**config.mk**
```make
export PLATFORM = sky130hd
export DESIGN_NAME = udetc_ctrl
export DESIGN_NICKNAME = d
export VERILOG_FILES = /design/src/inc/udetc_pkg.sv /design/src/rtl/udetc_ctrl.sv
export VERILOG_INCLUDE_DIRS = /design/src /design/src/inc
export SDC_FILE = /design/constraint.sdc
export NUM_CORES = 1
export LEC_CHECK = 0
export ABC_AREA = 1
export BUFFER_PORTS_ARGS = -buffer_cell sky130_fd_sc_hd__buf_2
export CORE_MARGIN = 10
export CORE_UTILIZATION = 25
export DETAILED_ROUTE_END_ITERATION = 8
export GPL_TIMING_DRIVEN = 0
export SLEW_MARGIN = 20
export SYNTH_ARGS = -nofsm -noshare
export SYNTH_HDL_FRONTEND = slang
export SYNTH_SLANG_ARGS = --single-unit
```
**constraint.sdc**
```tcl
create_clock -name core_clk_in -period 2.6 [get_ports core_clk_in]
set_input_delay 0.26 -clock core_clk_in [delete_from_list [all_inputs] [get_ports core_clk_in]]
set_output_delay 0.26 -clock core_clk_in [all_outputs]
set_load 0.005 [all_outputs]
```
**src/inc/udetc_consts.svh**
```systemverilog
`ifndef UDETC_CONSTS_SVH
`define UDETC_CONSTS_SVH
// Receive control/status bit positions.
`define UDETC_RX_PKT_READY_BIT    0
`define UDETC_RX_STALL_REQ_BIT    5
`define UDETC_RX_STALL_FLAG_BIT   6
`define UDETC_RX_TOGGLE_RST_BIT   7
`define UDETC_RX_NYET_SUPP_BIT    12
// Transmit control/status, FIFO and power bit positions.
`define UDETC_TX_PKT_READY_BIT    0
`define UDETC_TX_UNDERRUN_BIT     2
`define UDETC_TX_DMA_MODE_BIT     10
`define UDETC_TX_FORCE_TOG_BIT    11
`define UDETC_TX_DMA_EN_BIT       12
`define UDETC_TX_ISO_BIT          14
`define UDETC_FIFO_DPB_BIT        4
`define UDETC_POWER_ISO_HOLD_BIT  7
// Frame timing: 125 us microframe at 100 MHz.
`define UDETC_FRAME_NS            125000
`define UDETC_CLK_NS              10
`define UDETC_FRAME_CYCLES        (`UDETC_FRAME_NS / `UDETC_CLK_NS)
`define UDETC_SOF_MARGIN_CYCLES   16
`endif

```
**src/inc/udetc_pkg.sv**
```systemverilog
package udetc_pkg;
   // Handshake codes returned to the bus engine.
   typedef enum logic [1:0] {
      UDETC_HS_ACK,
      UDETC_HS_NAK,
      UDETC_HS_STALL,
      UDETC_HS_NYET
   } udetc_hs_t;
   // Transmit endpoint sequencing.
   typedef enum logic [1:0] {
      UDETC_TX_IDLE,
      UDETC_TX_SEND,
      UDETC_TX_WAIT_ACK
   } udetc_tx_state_t;
endpackage

```
**src/rtl/udetc_ctrl.sv**
```systemverilog
`include "udetc_consts.svh"
`default_nettype none
module udetc_ctrl #(
   parameter int CNT_W = 11,
   parameter int FRAME_CYCLES = `UDETC_FRAME_CYCLES
) (
   input  wire logic                core_clk_in,
   input  wire logic                rst_in,
   // Bus engine side: received OUT packet, link speed and SOF.
   input  wire logic                rx_pkt_in,
   input  wire logic [CNT_W-1:0]    rx_len_in,
   input  wire logic                high_speed_in,
   input  wire logic                sof_pkt_in,
   // Bus engine side: IN token and its handshake.
   input  wire logic                in_token_in,
   input  wire logic                in_ack_in,
   input  wire logic                in_timeout_in,
   // Software side controls.
   input  wire logic                rx_ready_clear_in,
   input  wire logic                stall_request_in,
   input  wire logic                stall_flag_clear_in,
   input  wire logic                toggle_restart_in,
   input  wire logic                nyet_suppress_in,
   input  wire logic                tx_load_in,
   input  wire logic                tx_zero_len_in,
   input  wire logic                forced_toggle_in,
   input  wire logic                iso_mode_in,
   input  wire logic                dma_request_enable_in,
   input  wire logic                dma_completion_irq_suppress_in,
   input  wire logic                double_buffer_enable_in,
   input  wire logic                hold_until_next_frame_in,
   input  wire logic                tx_endpoint_irq_enable_in,
   input  wire logic                underrun_clear_in,
   // Outputs.
   output udetc_pkg::udetc_hs_t     rx_handshake_out,
   output logic                     rx_handshake_valid_out,
   output logic                     rx_packet_ready_out,
   output logic [CNT_W-1:0]         rx_byte_count_out,
   output logic                     stall_issued_flag_out,
   output logic                     rx_toggle_out,
   output logic                     rx_irq_out,
   output logic                     tx_send_out,
   output logic                     tx_send_zero_len_out,
   output logic                     tx_toggle_out,
   output logic                     tx_packet_ready_out,
   output logic                     tx_underrun_out,
   output logic                     tx_irq_out,
   output logic                     dma_req_out,
   output logic                     sof_pulse_out
);
   import udetc_pkg::*;

   if (CNT_W < 4 || CNT_W > 16 || FRAME_CYCLES < 2 * `UDETC_SOF_MARGIN_CYCLES) begin : g_bad_param
      $error("udetc_ctrl parameters out of range");
   end

   ////////////////////////////////////////////////////////////////////////////
   // Synchronisers for the rx_ready_clear_in and tx_load_in strobes that arrive from outside.
   logic [1:0] s1_q, s2_q;
   logic       rxclr_prev_q, load_prev_q;
   always_ff @(posedge core_clk_in or posedge rst_in) begin
      if (rst_in) begin
         s1_q         <= 2'h0;
         s2_q         <= 2'h0;
         rxclr_prev_q <= 1'b0;
         load_prev_q  <= 1'b0;
      end else begin
         s1_q         <= {tx_load_in, rx_ready_clear_in};
         s2_q         <= s1_q;
         rxclr_prev_q <= s2_q[0];
         load_prev_q  <= s2_q[1];
      end
   end
   wire rx_clr_ev = s2_q[0] & ~rxclr_prev_q;
   wire tx_ld_ev  = s2_q[1] & ~load_prev_q;

   ////////////////////////////////////////////////////////////////////////////
   // Two-entry receive buffer of byte counts; head is presented to software.
   logic [CNT_W-1:0] rx_cnt_q [2];
   logic [CNT_W-1:0] rx_cnt_d [2];
   logic [1:0]       rx_fill_q, rx_fill_d;
   logic             rx_tog_q, rx_tog_d;
   logic             stall_flag_q, stall_flag_d;
   udetc_hs_t        hs_q, hs_d;
   logic             hs_v_q, hs_v_d;
   logic             rx_irq_q, rx_irq_d;
   logic             rx_rdy_q, rx_rdy_d;

   // Receive path next state: stall, accept, NAK when full, release slot.
   always_comb begin
      logic [1:0] cap;
      cap          = double_buffer_enable_in ? 2'h2 : 2'h1;
      rx_cnt_d     = rx_cnt_q;
      rx_fill_d    = rx_fill_q;
      rx_tog_d     = rx_tog_q;
      stall_flag_d = stall_flag_q;
      hs_d         = hs_q;
      hs_v_d       = 1'b0;
      rx_irq_d     = 1'b0;
      if (stall_flag_clear_in) begin
         stall_flag_d = 1'b0;
      end
      if (rx_clr_ev && rx_fill_q != 2'h0) begin
         rx_cnt_d[0] = rx_cnt_q[1];
         rx_fill_d   = rx_fill_q - 2'h1;
      end
      if (toggle_restart_in) begin
         rx_tog_d = 1'b0;
      end
      if (rx_pkt_in) begin
         hs_v_d = 1'b1;
         if (stall_request_in) begin
            hs_d         = UDETC_HS_STALL;
            stall_flag_d = 1'b1;
            rx_irq_d     = 1'b1;
         end else if (rx_fill_d >= cap) begin
            hs_d = UDETC_HS_NAK;
         end else begin
            // Bulk and interrupt OUT share this path.
            rx_cnt_d[rx_fill_d[0]] = rx_len_in;
            rx_fill_d = rx_fill_d + 2'h1;
            rx_tog_d  = ~rx_tog_d;
            rx_irq_d  = 1'b1;
            if (high_speed_in && !nyet_suppress_in && rx_fill_d >= cap) begin
               hs_d = UDETC_HS_NYET;
            end else begin
               hs_d = UDETC_HS_ACK;
            end
         end
      end
      rx_rdy_d = (rx_fill_d != 2'h0);
   end

   always_ff @(posedge core_clk_in or posedge rst_in) begin
      if (rst_in) begin
         rx_rdy_q     <= 1'b0;
         rx_cnt_q[0]  <= '0;
         rx_cnt_q[1]  <= '0;
         rx_fill_q    <= 2'h0;
         rx_tog_q     <= 1'b0;
         stall_flag_q <= 1'b0;
         hs_q         <= UDETC_HS_ACK;
         hs_v_q       <= 1'b0;
         rx_irq_q     <= 1'b0;
      end else begin
         rx_rdy_q     <= rx_rdy_d;
         rx_cnt_q     <= rx_cnt_d;
         rx_fill_q    <= rx_fill_d;
         rx_tog_q     <= rx_tog_d;
         stall_flag_q <= stall_flag_d;
         hs_q         <= hs_d;
         hs_v_q       <= hs_v_d;
         rx_irq_q     <= rx_irq_d;
      end
   end

   ////////////////////////////////////////////////////////////////////////////
   // Frame counter: realigned by SOF packets, free-runs when one is lost.
   logic [31:0] fcnt_q, fcnt_d;
   logic        sof_q, sof_d;
   always_comb begin
      fcnt_d = fcnt_q + 32'h1;
      sof_d  = 1'b0;
      if (sof_pkt_in) begin
         fcnt_d = 32'h0;
         sof_d  = 1'b1;
      end else if (fcnt_q >= 32'(FRAME_CYCLES + `UDETC_SOF_MARGIN_CYCLES - 1)) begin
         fcnt_d = 32'(`UDETC_SOF_MARGIN_CYCLES);
         sof_d  = 1'b1;
      end
   end
   always_ff @(posedge core_clk_in or posedge rst_in) begin
      if (rst_in) begin
         fcnt_q <= 32'h0;
         sof_q  <= 1'b0;
      end else begin
         fcnt_q <= fcnt_d;
         sof_q  <= sof_d;
      end
   end

   ////////////////////////////////////////////////////////////////////////////
   // Transmit buffer: packet count, armed count, zero-length marks, toggle.
   logic [1:0]      tx_fill_q, tx_fill_d;
   logic [1:0]      tx_arm_q, tx_arm_d;
   logic [1:0]      tx_zl_q, tx_zl_d;
   logic            tx_tog_q, tx_tog_d;
   logic            tx_rdy_q, tx_rdy_d;
   logic            undr_q, undr_d;
   logic            send_q, send_d;
   logic            szl_q, szl_d;
   logic            tx_irq_q, tx_irq_d;
   logic            dma_q, dma_d;
   udetc_tx_state_t tst_q, tst_d;

   always_comb begin
      logic [1:0] cap;
      logic       done;
      logic       irq_ok;
      cap       = double_buffer_enable_in ? 2'h2 : 2'h1;
      done      = 1'b0;
      irq_ok    = !(dma_request_enable_in && dma_completion_irq_suppress_in);
      tx_fill_d = tx_fill_q;
      tx_arm_d  = tx_arm_q;
      tx_zl_d   = tx_zl_q;
      tx_tog_d  = tx_tog_q;
      tx_rdy_d  = tx_rdy_q;
      undr_d    = undr_q;
      send_d    = 1'b0;
      szl_d     = 1'b0;
      tst_d     = tst_q;
      if (underrun_clear_in) begin
         undr_d = 1'b0;
      end
      // A SOF releases every held packet.
      if (sof_q) begin
         tx_arm_d = tx_fill_q;
      end
      case (tst_q)
         UDETC_TX_IDLE: begin
            if (in_token_in) begin
               if (tx_arm_d != 2'h0) begin
                  send_d = 1'b1;
                  szl_d  = tx_zl_q[0];
                  tst_d  = iso_mode_in ? UDETC_TX_IDLE : UDETC_TX_WAIT_ACK;
                  if (iso_mode_in) begin
                     done = 1'b1;
                  end
               end else if (iso_mode_in) begin
                  send_d = 1'b1;
                  szl_d  = 1'b1;
                  undr_d = 1'b1;
               end
            end
         end
         UDETC_TX_WAIT_ACK: begin
            if (in_ack_in || (in_timeout_in && forced_toggle_in)) begin
               done  = 1'b1;
               tst_d = UDETC_TX_IDLE;
            end else if (in_timeout_in) begin
               tst_d = UDETC_TX_IDLE;
            end
         end
         default: tst_d = UDETC_TX_IDLE;
      endcase
      if (done) begin
         tx_fill_d = tx_fill_d - 2'h1;
         tx_arm_d  = tx_arm_d - 2'h1;
         tx_zl_d   = {1'b0, tx_zl_q[1]};
         if (!iso_mode_in) begin
            tx_tog_d = ~tx_tog_q;
         end
      end
      if (tx_ld_ev && tx_fill_d < cap) begin
         tx_zl_d[tx_fill_d[0]] = tx_zero_len_in;
         tx_fill_d = tx_fill_d + 2'h1;
         if (!(iso_mode_in && hold_until_next_frame_in)) begin
            tx_arm_d = tx_arm_d + 2'h1;
         end
      end
      tx_rdy_d = (tx_fill_d >= cap);
      tx_irq_d = tx_endpoint_irq_enable_in &&
                 ((done && irq_ok) || (send_d && szl_d && undr_d && !undr_q));
      dma_d    = dma_request_enable_in && (tx_fill_d < cap);
   end

   always_ff @(posedge core_clk_in or posedge rst_in) begin
      if (rst_in) begin
         tx_fill_q <= 2'h0;
         tx_arm_q  <= 2'h0;
         tx_zl_q   <= 2'h0;
         tx_tog_q  <= 1'b0;
         tx_rdy_q  <= 1'b0;
         undr_q    <= 1'b0;
         send_q    <= 1'b0;
         szl_q     <= 1'b0;
         tx_irq_q  <= 1'b0;
         dma_q     <= 1'b0;
         tst_q     <= UDETC_TX_IDLE;
      end else begin
         tx_fill_q <= tx_fill_d;
         tx_arm_q  <= tx_arm_d;
         tx_zl_q   <= tx_zl_d;
         tx_tog_q  <= tx_tog_d;
         tx_rdy_q  <= tx_rdy_d;
         undr_q    <= undr_d;
         send_q    <= send_d;
         szl_q     <= szl_d;
         tx_irq_q  <= tx_irq_d;
         dma_q     <= dma_d;
         tst_q     <= tst_d;
      end
   end

   ////////////////////////////////////////////////////////////////////////////
   // Outputs, all taken from flip-flops.
   assign rx_handshake_out       = hs_q;
   assign rx_handshake_valid_out = hs_v_q;
   assign rx_packet_ready_out    = rx_rdy_q;
   assign rx_byte_count_out      = rx_cnt_q[0];
   assign stall_issued_flag_out  = stall_flag_q;
   assign rx_toggle_out          = rx_tog_q;
   assign rx_irq_out             = rx_irq_q;
   assign tx_send_out            = send_q;
   assign tx_send_zero_len_out   = szl_q;
   assign tx_toggle_out          = tx_tog_q;
   assign tx_packet_ready_out    = tx_rdy_q;
   assign tx_underrun_out        = undr_q;
   assign tx_irq_out             = tx_irq_q;
   assign dma_req_out            = dma_q;
   assign sof_pulse_out          = sof_q;

   ////////////////////////////////////////////////////////////////////////////
   // Checks.
   stall_answer_a: assert property (@(posedge core_clk_in) disable iff (rst_in)
      rx_pkt_in && stall_request_in |=> hs_v_q && hs_q == UDETC_HS_STALL && stall_flag_q)
      else $error("stall not answered");
   rx_accept_a: assert property (@(posedge core_clk_in) disable iff (rst_in)
      rx_pkt_in && !stall_request_in && rx_fill_q == 2'h0 |=> rx_packet_ready_out && rx_irq_q)
      else $error("accepted packet not flagged");
   nyet_block_a: assert property (@(posedge core_clk_in) disable iff (rst_in)
      $past(nyet_suppress_in) && hs_v_q |-> hs_q != UDETC_HS_NYET)
      else $error("nyet sent while suppressed");
   toggle_clear_a: assert property (@(posedge core_clk_in) disable iff (rst_in)
      toggle_restart_in && !rx_pkt_in |=> !rx_tog_q)
      else $error("toggle not restarted");
   sof_follow_a: assert property (@(posedge core_clk_in) disable iff (rst_in)
      sof_pkt_in |=> sof_pulse_out)
      else $error("sof pulse missing");
   dma_room_a: assert property (@(posedge core_clk_in) disable iff (rst_in)
      dma_q |-> !tx_rdy_q)
      else $error("dma request while full");
   underrun_zlp_a: assert property (@(posedge core_clk_in) disable iff (rst_in)
      tst_q == UDETC_TX_IDLE && in_token_in && iso_mode_in && tx_fill_q == 2'h0 && !sof_q
      |=> tx_send_out && tx_send_zero_len_out && tx_underrun_out)
      else $error("underrun not reported");
   irq_gate_a: assert property (@(posedge core_clk_in) disable iff (rst_in)
      !$past(tx_endpoint_irq_enable_in) |-> !tx_irq_q)
      else $error("tx interrupt while disabled");
   hold_frame_a: assert property (@(posedge core_clk_in) disable iff (rst_in)
      tx_arm_q == 2'h0 && !sof_q && iso_mode_in && hold_until_next_frame_in && in_token_in
      |=> tx_send_zero_len_out || !tx_send_out)
      else $error("held packet sent early");
endmodule // udetc_ctrl
`default_nettype wire

```
==> summary.md <==
| Metric | Value |
|---|---|
| Root Driver | `clkbuf_16` |
| Hold Path Class | `in -> reg` |
| Residual DRC | `0` |
| CP endpoint kind | `flop` |
| Critical Path AT | `2.97 ns` |
| Vias in the first global route | `3,006` |
| RSZ-0062 raised after global routing | `true` |
| Nets | `562` |
| Final Non-Filler Cells | `710` |
| Final ANT Viol Nets | `0` |
| Antenna diodes | `0` |
| Die Ht | `144 um` |
| Area growth syn-to-layout | `33.4%` |
| Worst endpoint required time | `2.81 ns` |
| Site Rows | `45` |
| Via count | `2,923` |
| Async set or reset register ratio after synthesis | `100%` |
| Total global routing overflow | `0` |
| Core area | `15,100 um2` |
| Tot GR Track Use | `8.60%` |
| Ports | `60` |
| Crit Path Class | `reg -> reg` |
| Period minus WS final | `2.76 ns` |
| Failing checks | `negative setup slack` |
| Area contributors post-synth | `dfrtp_1 (55%), nand2_1 (8.2%), inv_1 (5.1%)` |
| Post-synth EDFFs | `0` |
| Final setup vio count | `2` |
| Yosys top cell by area | `dfrtp_1` |
| Clock sink count | `84` |
| Die X | `144 um` |
| Drt via density | `4.12` |
| Seq cells post-synth | `84` |
| Worst r2r dst | `tx_packet_ready_out` |
| CP startpoint | `sof_pulse_out` |
| Clock-pin transition on the worst setup and hold timing paths | `0.06 ns` |
| Cell variety after synth | `37` |
| Clock Tree Buf Depth | `2` |
| Die ar. | `20,700 um2` |
| Skew-Pair Late Insertion Delay | `0.33 ns` |
| Max Transition Viols Final | `0` |
| Routed wire per std cell | `12.2 um` |
| Hold slack | `0.0299 ns` |
| Drt pass-1 iters | `4` |
| Crit start category | `flop` |
| Layout cells sized above 1 | `33.5%` |
| Number of fill cells | `1,543` |
| Final core occ | `33.8%` |
| Final hold violations | `0` |
| First-pass GRT wire length | `14,300 um` |
| Synth top cells by count | `dfrtp_1 (84), nand2_1 (84), inv_1 (52)` |
| Max VDD drop | `0.354 mV` |
| Num CTS Buffers | `9` |
| Pleak | `2.55 nW` |
| Largest net degree at the start of global routing | `51` |
| Syn avg cell area | `9.52 um2` |
| Slew headroom | `65.4%` |
| # port buffers | `59` |
| Max_cap viols | `0` |
| Measured slew at the worst slew-check pin | `0.518 ns` |
| # placed instances | `668` |
| CTS H-tree lvls | `3` |
| Reg2reg setup slack | `-0.16 ns` |
| Highest clock rate | `362 MHz` |
| Antenna violations before repair | `0` |
| Status | `finished, violations left` |
| Synthesized area | `3840 um2` |
| CP endpoint | `tx_packet_ready_out` |
| Max Clock Skew | `0.00587 ns` |
| Post-synth top area share | `54.8%` |
| Synth Flop Type | `dfrtp_1` |
| 1st-iter DRT viols | `107` |
| Cells after Synth | `403` |
| Final WL | `8690 um` |
| Number of synthesis warnings | `0` |
| Register area share after synthesis | `54.8%` |
| Fin crit share | `106%` |
| Initial core utilization | `25.3%` |
| Final WS setup | `-0.159 ns` |
| Post-DP HPWL | `6120 um` |
| TritonCTS clock tree | `built` |
| Worst R2R Start | `sof_pulse_out` |
| P per Cell Area | `995 nW/um2` |
| Routability cong. | `0.881` |
| Register-to-Register Path Depth | `20` |
| Crit Path Max Fanout | `5` |
==> worst max-delay path, cell delays in order (launching register included) <==
cell and delay, ns:
dfrtp_2 0.48, nand2_2 0.11, o21ai_4 0.07, ha_4 0.16
inv_2 0.06, nand3_2 0.08, nand2_4 0.11, nand2_8 0.06
nand2_1 0.07, nand2_2 0.07, buf_4 0.13, buf_4 0.12
buf_4 0.12, buf_4 0.12, buf_4 0.12, nand4_1 0.10
nand2_2 0.11, ha_4 0.23, inv_1 0.06, nor2_2 0.04
a211o_1 0.22
==> cell families (layout without fill, tap and decap cells) <==
kind of cell / count (synthesis) / after routing / synth area share [%]
and+or+nand+nor: 166 / 166 / 20.6
DFF: 84 / 84 / 54.8
buffers and inverters: 75 / 177 / 8.90
AOI/OAI and AO/OA: 46 / 46 / 6.62
muxes: 11 / 11 / 3.23
adders and majority gates: 10 / 10 / 3.26
xor gates and xnor gates: 10 / 10 / 2.48
other: 1 / 18 / 0.0978
==> cell type report <==
type	instances	area (um2)	area share, %
Buffer	17	133	2.59
Multi-Input combinational cell	261	1600	31.2
Tap cell	188	235	4.60
Inverter	58	223	4.35
Sequential cell	84	2110	41.1
Clock buffer	12	246	4.82
Timing Repair Buffer	87	532	10.4
Clock inverter	3	47.5	0.929
==> per-stage QoR <==
stage	TNS, ns	setup slack [ns]	total power, W	cell area, um2
5_1_grt	-0.508	-0.275	0.00550	5120
3_3_place_gp	-70.95	-0.837	0.00329	4440
3_5_place_dp	-1.08	-0.576	0.00337	4470
4_1_cts	-0.265	-0.162	0.00491	4950
2_1_floorplan	-0.344	-0.221	0.00291	3910
6_report	-0.256	-0.159	0.00509	5120
==> layout by cell type (no fill, tap or decap), types with 2 or more instances in the layout <==
cell       instances
dfrtp_1           81
nand2_1           79
buf_2             60
inv_1             49
buf_4             39
nor2_1            31
o21ai_1           24
conb_1            18
nand3_1           14
mux2_2            11
nand2_2            9
clkbuf_16          9
o21ai_0            7
inv_2              6
nand2_4            6
xor2_1             6
ha_1               6
nor2_2             5
nand4_1            5
nor3_1             5
a21oi_1            4
ha_4               4
xnor2_1            3
buf_6              3
dfrtp_2            3
o21ai_4            2
nand3_2            2
inv_4              2
o21a_1             2
o32ai_1            2
clkbuf_1           2
clkinv_4           2
==> repair_timing <==
| item | in CTS | in global routing |
|---|---|---|
| buffers inserted | 14 | 12 |
| endpoints found under the hold margin | 34 | 0 |
| pin swaps | 11 | 12 |
| cloned | 0 | 0 |
| hold buffers | 1 | 0 |
| resized for setup | 15 | 17 |
| setup endpoints to repair | 3 | 26 |
==> where the power goes <==
group	total (W)	switching, W	internal [W]
combinational	0.00204	0.00103	0.00101
clock	0.00127	0.000496	0.000769
sequential	0.00178	0.000165	0.00162
total	0.00509	0.00169	0.00340
==> routing by layer <==
metal | global-route usage [%] | up-vias | routed length, um | share of wire, %
li1 | - | 1472 | - | -
met1 | 10.1 | 1369 | 3690 | 42
met2 | 14.2 | 66 | 4390 | 50
met3 | 3.00 | 16 | 447 | 5.1
met4 | 3.22 | 0 | 165 | 1.9
met5 | 0 | - | 0 | 0
==> worst min path at each step <==
stage / end / cells after the start / slack (ns) / startpoint
after floorplan: rx_handshake_valid_out / 0 / 0.29 / rx_pkt_in
after global placement: s2_q[0] / 0 / 0.33 / s1_q[0]
after detailed placement: asynchronous set/reset pin / 2 / 0.32 / rst_in
after CTS: s1_q[1] / 1 / 0.01 / tx_load_in
after global routing: s1_q[0] / 1 / 0.01 / rx_ready_clear_in
final: s1_q[0] / 1 / 0.03 / rx_ready_clear_in
No activity file was read; power rests on OpenSTA's default activity.
